==> src/include/flash_prog_pkg.sv <==
// Package: register map, field layout, reset values, opcodes and timing for the flash front end
package flash_prog_pkg;

   // Register byte offsets on the AHB-Lite slave
   localparam logic [7:0] OFS_CONTROL = 8'h00;
   localparam logic [7:0] OFS_UNLOCK_KEY = 8'h04;
   localparam logic [7:0] OFS_TARGET_ADDR = 8'h08;
   localparam logic [7:0] OFS_PROGRAM_DATA = 8'h0c;
   localparam logic [7:0] OFS_ROW_SOURCE = 8'h10;

   // Control register field positions
   localparam int START_BIT = 15;
   localparam int ENABLE_BIT = 14;
   localparam int ERROR_BIT = 13;
   localparam int OPSEL_LSB = 0;
   localparam int OPSEL_W = 4;

   // Reset values
   localparam logic [31:0] RESET_WORD = 32'h0000_0000;
   localparam logic [3:0] RESET_OPSEL = 4'h0;

   // Unlock key pair, written in this order
   localparam logic [31:0] KEY_FIRST = 32'haa99_6655;
   localparam logic [31:0] KEY_SECOND = 32'h5566_99aa;

   // Operation codes
   localparam logic [3:0] OP_WORD_PROGRAM = 4'h1;
   localparam logic [3:0] OP_ROW_PROGRAM = 4'h3;
   localparam logic [3:0] OP_PAGE_ERASE = 4'h4;
   localparam logic [3:0] OP_ARRAY_ERASE = 4'h5;

   // Geometry: page 1 KB, row 128 bytes
   localparam int PAGE_LSB = 10;
   localparam int ROW_LSB = 7;
   localparam int WORD_LSB = 2;
   localparam logic [7:0] ROW_WORDS = 8'h20;

   // Timing
   localparam int CLK_PERIOD_NS = 8;
   localparam int UNLOCK_WINDOW_NS = 64;
   localparam int UNLOCK_WINDOW_CYC = (UNLOCK_WINDOW_NS / CLK_PERIOD_NS < 1) ? 1 :
      UNLOCK_WINDOW_NS / CLK_PERIOD_NS;

   // Request to the flash array
   typedef struct packed {
      logic [3:0] op;
      logic [31:0] addr;
      logic [31:0] data;
   } flash_req_s;

   // Macro state
   typedef enum logic [2:0] {ST_IDLE, ST_CHECK, ST_ISSUE, ST_WAIT, ST_DONE} seq_state_e;

endpackage : flash_prog_pkg

==> src/hdl/flash_program_register_interface.sv <==
// Flash programming register front end: AHB-Lite slave and operation sequencer
`timescale 1ns/100ps
module flash_program_register_interface (
   input wire logic core_clk,
   input wire logic sys_rst,
   input wire logic por_rst,
   input wire logic hsel,
   input wire logic [31:0] haddr,
   input wire logic [1:0] htrans,
   input wire logic hwrite,
   input wire logic [2:0] hsize,
   input wire logic [31:0] hwdata,
   input wire logic hready,
   output logic [31:0] hrdata,
   output logic hreadyout,
   output logic hresp,
   output logic flash_req_valid,
   output flash_prog_pkg::flash_req_s flash_req,
   output logic [31:0] row_fetch_addr,
   input wire logic flash_done,
   input wire logic flash_fail,
   input wire logic flash_protected
);

   ////////////////////////////////////////////////////////////////////////////
   // Declarations
   logic por_sync_q1;
   logic por_rst_sync;
   logic done_s;
   logic fail_s;
   logic prot_s;
   logic ap_write;
   logic ap_read;
   logic [7:0] ap_addr;
   logic dp_write;
   logic [7:0] dp_addr;
   logic write_enable;
   logic start;
   logic error_flag;
   logic [3:0] operation_select;
   logic [31:0] flash_target_address;
   logic [31:0] program_data_word;
   logic [31:0] row_source_address;
   logic key_write;
   logic unlocked;
   logic start_set;
   flash_prog_pkg::seq_state_e state;

   // Align a byte address to the unit the operation works on
   function automatic logic [31:0] align_addr(input logic [31:0] a, input int lsb);
      align_addr = (a >> lsb) << lsb;
   endfunction : align_addr

   // Data-phase write aimed at one register offset
   function automatic logic wr_hit(input logic wr, input logic [7:0] a, input logic [7:0] ofs);
      wr_hit = wr && (a == ofs);
   endfunction : wr_hit

   // Control register readback, assembled from the field positions
   function automatic logic [31:0] control_word(input logic go, input logic en, input logic err,
      input logic [3:0] op);
      control_word = 32'h0000_0000;
      control_word[flash_prog_pkg::START_BIT] = go;
      control_word[flash_prog_pkg::ENABLE_BIT] = en;
      control_word[flash_prog_pkg::ERROR_BIT] = err;
      control_word[flash_prog_pkg::OPSEL_LSB +: flash_prog_pkg::OPSEL_W] = op;
   endfunction : control_word

   // Only these four codes reach the array; the rest complete at once as no-ops
   function automatic logic op_is_real(input logic [3:0] op);
      op_is_real = (op == flash_prog_pkg::OP_WORD_PROGRAM)
         || (op == flash_prog_pkg::OP_ROW_PROGRAM)
         || (op == flash_prog_pkg::OP_PAGE_ERASE)
         || (op == flash_prog_pkg::OP_ARRAY_ERASE);
   endfunction : op_is_real

   // Target address cut down to the unit that the chosen operation works on
   function automatic logic [31:0] target_for(input logic [3:0] op, input logic [31:0] a);
      case (op)
         flash_prog_pkg::OP_WORD_PROGRAM: begin
            target_for = align_addr(a, flash_prog_pkg::WORD_LSB);
         end
         flash_prog_pkg::OP_ROW_PROGRAM: begin
            target_for = align_addr(a, flash_prog_pkg::ROW_LSB);
         end
         flash_prog_pkg::OP_PAGE_ERASE: begin
            target_for = align_addr(a, flash_prog_pkg::PAGE_LSB);
         end
         // Whole-array erase does not look at the address at all
         default: target_for = 32'h0000_0000;
      endcase
   endfunction : target_for

   ////////////////////////////////////////////////////////////////////////////
   // Pin inputs are synchronised before use
   input_sync #(.WIDTH(3)) status_sync (
      .core_clk(core_clk),
      .sys_rst(sys_rst),
      .async_in({flash_done, flash_fail, flash_protected}),
      .sync_out({done_s, fail_s, prot_s})
   );

   // Power-on reset release is brought in with a local synchroniser
   always_ff @(posedge core_clk or posedge por_rst) begin
      if (por_rst) begin
         por_sync_q1 <= 1'b1;
         por_rst_sync <= 1'b1;
      end else begin
         por_sync_q1 <= 1'b0;
         por_rst_sync <= por_sync_q1;
      end
   end

   ////////////////////////////////////////////////////////////////////////////
   // AHB-Lite address phase capture; zero wait states, always OKAY
   assign ap_write = hsel && hready && htrans[1] && hwrite;
   assign ap_read = hsel && hready && htrans[1] && !hwrite;
   assign ap_addr = haddr[7:0];

   always_ff @(posedge core_clk or posedge sys_rst) begin
      if (sys_rst) begin
         dp_write <= 1'b0;
         dp_addr <= 8'h00;
         hreadyout <= 1'b1;
         hresp <= 1'b0;
      end else begin
         dp_write <= ap_write;
         dp_addr <= ap_addr;
         hreadyout <= 1'b1;
         hresp <= 1'b0;
      end
   end

   // Read data is registered at the address phase so it stands in the data phase
   always_ff @(posedge core_clk or posedge sys_rst) begin
      if (sys_rst) begin
         hrdata <= flash_prog_pkg::RESET_WORD;
      end else if (ap_read) begin
         case (ap_addr)
            flash_prog_pkg::OFS_CONTROL: begin
               hrdata <= control_word(start, write_enable, error_flag, operation_select);
            end
            flash_prog_pkg::OFS_UNLOCK_KEY: hrdata <= 32'h0000_0000;
            flash_prog_pkg::OFS_TARGET_ADDR: hrdata <= flash_target_address;
            flash_prog_pkg::OFS_PROGRAM_DATA: hrdata <= program_data_word;
            flash_prog_pkg::OFS_ROW_SOURCE: hrdata <= row_source_address;
            default: hrdata <= 32'h0000_0000;
         endcase
      end
   end

   ////////////////////////////////////////////////////////////////////////////
   // Unlock sequence
   assign key_write = wr_hit(dp_write, dp_addr, flash_prog_pkg::OFS_UNLOCK_KEY);
   assign start_set = wr_hit(dp_write, dp_addr, flash_prog_pkg::OFS_CONTROL)
      && hwdata[flash_prog_pkg::START_BIT] && write_enable && unlocked && !start;

   unlock_detect unlock (
      .core_clk(core_clk),
      .sys_rst(sys_rst),
      .key_write(key_write),
      .key_value(hwdata),
      .consume(dp_write && !key_write),
      .unlocked(unlocked)
   );

   ////////////////////////////////////////////////////////////////////////////
   // Control fields
   always_ff @(posedge core_clk or posedge sys_rst) begin
      if (sys_rst) begin
         write_enable <= 1'b0;
         operation_select <= flash_prog_pkg::RESET_OPSEL;
      end else if (wr_hit(dp_write, dp_addr, flash_prog_pkg::OFS_CONTROL)) begin
         write_enable <= hwdata[flash_prog_pkg::ENABLE_BIT];
         if (!write_enable) begin
            operation_select <= hwdata[flash_prog_pkg::OPSEL_LSB +: flash_prog_pkg::OPSEL_W];
         end
      end
   end

   // Address registers clear on device reset
   always_ff @(posedge core_clk or posedge sys_rst) begin
      if (sys_rst) begin
         flash_target_address <= flash_prog_pkg::RESET_WORD;
         row_source_address <= flash_prog_pkg::RESET_WORD;
      end else if (dp_write) begin
         if (dp_addr == flash_prog_pkg::OFS_TARGET_ADDR) begin
            flash_target_address <= hwdata;
         end
         if (dp_addr == flash_prog_pkg::OFS_ROW_SOURCE) begin
            row_source_address <= hwdata;
         end
      end
   end

   // Data word survives device reset; only power-on clears it
   always_ff @(posedge core_clk or posedge por_rst_sync) begin
      if (por_rst_sync) begin
         program_data_word <= flash_prog_pkg::RESET_WORD;
      end else if (wr_hit(dp_write, dp_addr, flash_prog_pkg::OFS_PROGRAM_DATA)) begin
         program_data_word <= hwdata;
      end
   end

   ////////////////////////////////////////////////////////////////////////////
   // Sequencer state: idle, protection check, request, wait for the array, completion
   always_ff @(posedge core_clk or posedge sys_rst) begin
      if (sys_rst) begin
         state <= flash_prog_pkg::ST_IDLE;
      end else begin
         case (state)
            flash_prog_pkg::ST_IDLE: begin
               if (start_set) begin
                  state <= flash_prog_pkg::ST_CHECK;
               end
            end
            flash_prog_pkg::ST_CHECK: begin
               // A protected target or a no-op code skips the request but still completes
               if (prot_s || !op_is_real(operation_select)) begin
                  state <= flash_prog_pkg::ST_DONE;
               end else begin
                  state <= flash_prog_pkg::ST_ISSUE;
               end
            end
            flash_prog_pkg::ST_ISSUE: begin
               state <= flash_prog_pkg::ST_WAIT;
            end
            flash_prog_pkg::ST_WAIT: begin
               // No time limit here: an array that never answers keeps the start bit set
               if (fail_s || prot_s || done_s) begin
                  state <= flash_prog_pkg::ST_DONE;
               end
            end
            flash_prog_pkg::ST_DONE: begin
               // Hold until done drops, so the next run cannot take a stale completion
               if (!done_s) begin
                  state <= flash_prog_pkg::ST_IDLE;
               end
            end
            default: state <= flash_prog_pkg::ST_IDLE;
         endcase
      end
   end

   // Start bit: set by an unlocked control write, cleared by hardware on completion
   always_ff @(posedge core_clk or posedge sys_rst) begin
      if (sys_rst) begin
         start <= 1'b0;
      end else if (state == flash_prog_pkg::ST_IDLE && start_set) begin
         start <= 1'b1;
      end else if (state == flash_prog_pkg::ST_DONE) begin
         start <= 1'b0;
      end
   end

   // Error flag: each run loads it with the protection status at the check; an unprotected no-op run clears it
   always_ff @(posedge core_clk or posedge sys_rst) begin
      if (sys_rst) begin
         error_flag <= 1'b0;
      end else if (state == flash_prog_pkg::ST_CHECK) begin
         error_flag <= prot_s;
      end else if (state == flash_prog_pkg::ST_WAIT && (fail_s || prot_s)) begin
         error_flag <= 1'b1;
      end
   end

   // Request fields are latched at the check and stand until the next run passes it
   always_ff @(posedge core_clk or posedge sys_rst) begin
      if (sys_rst) begin
         flash_req <= '0;
         row_fetch_addr <= flash_prog_pkg::RESET_WORD;
      end else if (state == flash_prog_pkg::ST_CHECK && !prot_s) begin
         flash_req.op <= operation_select;
         flash_req.addr <= target_for(operation_select, flash_target_address);
         flash_req.data <= program_data_word;
         row_fetch_addr <= row_source_address;
      end
   end

   // One-cycle request strobe, registered so the array sees a clean edge
   always_ff @(posedge core_clk or posedge sys_rst) begin
      if (sys_rst) begin
         flash_req_valid <= 1'b0;
      end else begin
         flash_req_valid <= (state == flash_prog_pkg::ST_ISSUE);
      end
   end

endmodule : flash_program_register_interface

==> src/hdl/input_sync.sv <==
// Two flip-flop synchroniser for level inputs from outside the clock domain
`timescale 1ns/100ps
module input_sync #(
   parameter int WIDTH = 1
) (
   input wire logic core_clk,
   input wire logic sys_rst,
   input wire logic [WIDTH-1:0] async_in,
   output logic [WIDTH-1:0] sync_out
);
   logic [WIDTH-1:0] meta;

   // First stage only feeds the second
   always_ff @(posedge core_clk or posedge sys_rst) begin
      if (sys_rst) begin
         meta <= '0;
         sync_out <= '0;
      end else begin
         meta <= async_in;
         sync_out <= meta;
      end
   end
endmodule : input_sync

==> src/hdl/unlock_detect.sv <==
// Unlock sequence detector: two key writes back to back arm the start bit briefly
`timescale 1ns/100ps
module unlock_detect (
   input wire logic core_clk,
   input wire logic sys_rst,
   input wire logic key_write,
   input wire logic [31:0] key_value,
   input wire logic consume,
   output logic unlocked
);
   logic first_seen;
   logic [7:0] window;

   // First key opens a short window; the second must land inside it
   always_ff @(posedge core_clk or posedge sys_rst) begin
      if (sys_rst) begin
         first_seen <= 1'b0;
         unlocked <= 1'b0;
         window <= 8'h00;
      end else if (key_write) begin
         first_seen <= (key_value == flash_prog_pkg::KEY_FIRST);
         unlocked <= first_seen && (key_value == flash_prog_pkg::KEY_SECOND);
         window <= 8'(flash_prog_pkg::UNLOCK_WINDOW_CYC);
      end else if (consume || window == 8'h00) begin
         // Any other bus write ends the window, so a stray write cannot reuse it
         first_seen <= 1'b0;
         unlocked <= 1'b0;
      end else begin
         window <= window - 8'h01;
      end
   end
endmodule : unlock_detect

==> config.mk <==
export PLATFORM = sky130hd
export DESIGN_NAME = flash_program_register_interface
export DESIGN_NICKNAME = d
export VERILOG_FILES = /design/src/include/flash_prog_pkg.sv /design/src/hdl/flash_program_register_interface.sv /design/src/hdl/input_sync.sv /design/src/hdl/unlock_detect.sv
export SDC_FILE = /design/constraint.sdc
export NUM_CORES = 1
export LEC_CHECK = 0
export ABC_AREA = 1
export ABC_CLOCK_PERIOD_IN_PS = 5700
export BUFFER_PORTS_ARGS = -buffer_cell sky130_fd_sc_hd__buf_4
export CORE_MARGIN = 2
export CORE_UTILIZATION = 51
export CTS_BUF_LIST = sky130_fd_sc_hd__clkbuf_4 sky130_fd_sc_hd__clkbuf_8
export DETAILED_ROUTE_END_ITERATION = 10
export PLACE_DENSITY_LB_ADDON = 0.08
export SETUP_SLACK_MARGIN = 0.4
export SLEW_MARGIN = 0
export SYNTH_ARGS = -nofsm -noshare
export SYNTH_HDL_FRONTEND = slang
export SYNTH_HIERARCHICAL = 1
export SYNTH_SLANG_ARGS = --single-unit
==> constraint.sdc <==
create_clock -name core_clk -period 5.7 [get_ports core_clk]
set_input_delay 0 -clock core_clk [delete_from_list [all_inputs] [get_ports core_clk]]
set_output_delay 0 -clock core_clk [all_outputs]
set_load 0.02 [all_outputs]
==> summary.md <==
| Metric | Value |
|---|---|
| Syn avg cell area | 8.79 um^2 |
| Req. time, crit path | about 6000 ps |
| Outcome | finished, final reports clean |
| DRT antenna net count | 0 |
| Sequential area share after synthesis | 0.570 |
| Largest net degree at the start of global routing | 160 |
| Clk root buf | clkbuf_8 |
| Fin. max-slew vios | 0 |
| Worst-case clock buffer depth | 3 |
| Total core area | ~23000 um^2 |
| WHS | just over 30 ps |
| Startpoint Class | register |
| Vias in the first global route | 9554 |
| Max-Cap Viols | 0 |
| DR DRC count | 0 |
| Nets@finish | about 1600 |
| Critical path fanouts, max | a little over 90 |
| Relative slew slack | 0.283 |
| Switching Fraction | 0.243 |
| Grt total ovfl | 0 |
| RePlAce Congestion | between 0.8 and 0.9 |
| Clk pwr share | 0.433 |
| Switching power | between 0.0009 and 0.001 W |
| Detailed-route via count | roughly 9700 |
| Async SR Flop Fraction | 1.00 |
| Global-route wire length before repair | 51800 um |
| Worst path cell trace | inv_2 -> nor2_2 -> nand2_2 -> nor2_4 -> buf_4 -> nand3_2 -> o21ai_1 |
| Multi-input logic area | approximately 4200 um^2 |
| Setup violators final | 0 |
| H-tree levels | 2 |
| Delay-heaviest family, CP | buffers and inverters |
| CTS Hold Bufs | 49 |
| Clock Skew | 22.1 ps |
| Fin crit share | 0.401 |
| Die area | approximately 24000 um^2 |
| Tightest Pin Transition | about 1100 ps |
| DRT iter0 DRCs | approximately 670 |
| Clock tree from TritonCTS | done |
| Synth cell types | 36 |
| PortBufs | between 150 and 200 |
| Count leader, synth | nand2_1 |
| Flop and latch count out of synthesis | around 260 |
| Synth Warn # | 6 |
| Ys flop type | dfrtp_1 |
| Met1 Use GR | 0.404 |
| Io pins | around 210 |
| Num CTS Buffers | 44 |
| Leakage | 8.00 nW |
| Initial core utilization | 0.515 |
| Post-synth top cells | nand2_1, dfrtp_1, nand3_1 |
| Fillers | 1978 |
| Sequential power share | 0.486 |
| Sink Count | around 260 |
| Slowest stage delay, CP | 810 ps |
| Clk pin slew, worst setup/hold paths | ~60 ps |
| Busiest grt layer | met2 |
| Minimum clock period | 2280 ps |
| Die Height | between 150 and 200 um |
| Post-synth top area cell | dfrtp_1 |
| CTS resizes | 0 |
| CP Buf/Inv Count | 2 |
| CP endpoint kind | register |
| Diodes inserted | 0 |
| GRT met3 Usage | 0.0412 |
| Post-synth EDFFs | 0 |
| Combinational power share | 0.081 |
| Via-to-Cell Ratio | around 5.2 |
| F_max | roughly 440 MHz |
| First-pass DRT Iterations | 5 |
| Post-synth top area share | 0.565 |
| Pwr dens | between 200 and 300 nW/um^2 |
| Layout area overhead | 24.4% |
| Register Area | about 6600 um^2 |
| Setup Crit Path Kind | register to register |
| Avg WL per Cell | roughly 17 um |
| Initial antenna violation count | 0 |
| Final TNS setup | 0 ps |
| Endpoints failing hold | 0 |
| Top post-synthesis cells by area | dfrtp_1, nand2_1, nand3_1, o21ai_1, o21ai_2 |
| CP max-delay cell | buf_4 |
| Cells after Synth | between 1000 and 1500 |
| WL final | between 30000 and 40000 um |
| Die width | between 150 and 200 um |
| Worst min path class | primary input to asynchronous set/reset pin |
| Int Pwr | around 0.003 W |
| Row cnt | 55 |
| Cell Area, Synth | approximately 12000 um^2 |
| Pwr Total | roughly 0.0041 W |
| GR Util met2 | 0.430 |
| Critical path arrival | 2730 ps |
| Ratio of cells with drive above 1 in the final layout | 0.245 |
| Total track usage | 0.275 |
| Latest clock arrival within the worst-skew pair | roughly 550 ps |
| Post-CTS Repair Setup Buffers | 0 |
| RSZ-0062 raised after global routing | false |
| Max VDD drop | ~0.17 mV |
| Post-DP HPWL | around 20000 um |
[state kept, by name, summed over array words and instances (netlist names), 3 cells and up]
| name | flops |
|---|---|
| status_sync/meta | 3 |
| unlock/window | 8 |
| dp_addr | 8 |
| program_data_word | 32 |
| operation_select | 4 |
| hrdata | 32 |
| status_sync/sync_out | 3 |
| flash_target_address | 32 |
| row_fetch_addr | 32 |
| flash_req | 66 |
| row_source_address | 32 |
| state | 3 |
[metal layers]
| metal | part of all wire | routed length [um] |
|---|---|---|
| met1 | 0.46 | 14700 |
| met3 | 0.065 | 2100 |
| met4 | 0.020 | 640 |
| met5 | 0 | 0 |
| met2 | 0.46 | 14700 |
[tightest hold or removal path: cells and delay by family]
| kind | cells | cell delay, ps |
|---|---|---|
| buffers and inverters | 3 | 1000 |
[area by class of cell]
type | instances | area share
clock buffer | 70 | 0.0611
clock inverter | 4 | 0.00338
inverter | 86 | 0.0227
multi-input combinational | 906 | 0.294
sequential | 264 | 0.458
tap | 285 | 0.0247
timing repair buffer | 243 | 0.136
[through the flow]
step	utilization	area (um^2)	setup WS, ps	cells
6_report	0.641	14400	3420	1858
5_1_grt	0.641	14400	3210	1858
4_1_cts	0.641	14400	3430	1858
3_5_place_dp	0.578	13000	3440	1735
3_3_place_gp	0.578	13000	3500	1735
2_1_floorplan	-	11600	2920	1323
[final timing paths]
kind | startpoint | end | slack (ps) | depth (start not counted)
max reg2reg | state[0] | flash_req[37] | 3420 | 7
max in group asynchronous | sys_rst | row_source_address[11] | 4600 | 4
min reg2reg | status_sync/meta[2] | status_sync/sync_out[2] | 350 | 0
max | state[0] | flash_req[37] | 3420 | 7
min | sys_rst | unlock/window[2] | 30 | 3
min in group core_clk | flash_done | status_sync/meta[2] | 110 | 2
[layout by cell type, fill, tap and decap left out, types with 2 or more instances in the layout]
| master | count |
|---|---|
| inv_2 | 11 |
| nor2_4 | 9 |
| nor2_2 | 7 |
| nand2_1 | 516 |
| o21ai_2 | 33 |
| nand3_1 | 121 |
| clkbuf_8 | 57 |
| a21oi_1 | 2 |
| nand2_2 | 26 |
| clkbuf_4 | 13 |
| a31oi_1 | 2 |
| nand3_2 | 23 |
| inv_1 | 73 |
| o21ai_0 | 7 |
| conb_1 | 5 |
| clkinv_2 | 3 |
| ha_1 | 2 |
| buf_4 | 193 |
| dfstp_2 | 2 |
| nor3_1 | 3 |
| nor2_1 | 44 |
| nand4_1 | 17 |
| dlygate4sd3_1 | 49 |
| dfrtp_1 | 262 |
| o21ai_1 | 80 |
[power groups by stage]
| stage | Sequential, W | Combinational (W) | Clock [W] |
|---|---|---|---|
| after detailed placement | 0.00200 | 0.000302 | 0 |
| after CTS | 0.00197 | 0.000329 | 0.00179 |
| after global placement | 0.00200 | 0.000295 | 0 |
| after global routing | 0.00197 | 0.000374 | 0.00188 |
| final | 0.00197 | 0.000329 | 0.00176 |
| after floorplan | 0.00200 | 0.000203 | 0 |
[cell families after synthesis]
kind of cell             synth area share
other                            0.000647
AO/OA/AOI/OAI                      0.0662
flip-flops                          0.570
buffers and inverters              0.0661
AND/OR/NAND/NOR                     0.294
XOR/XNOR                         0.000755
adder cells (fa/ha/maj)           0.00216
(Power assumes the default switching activity.)
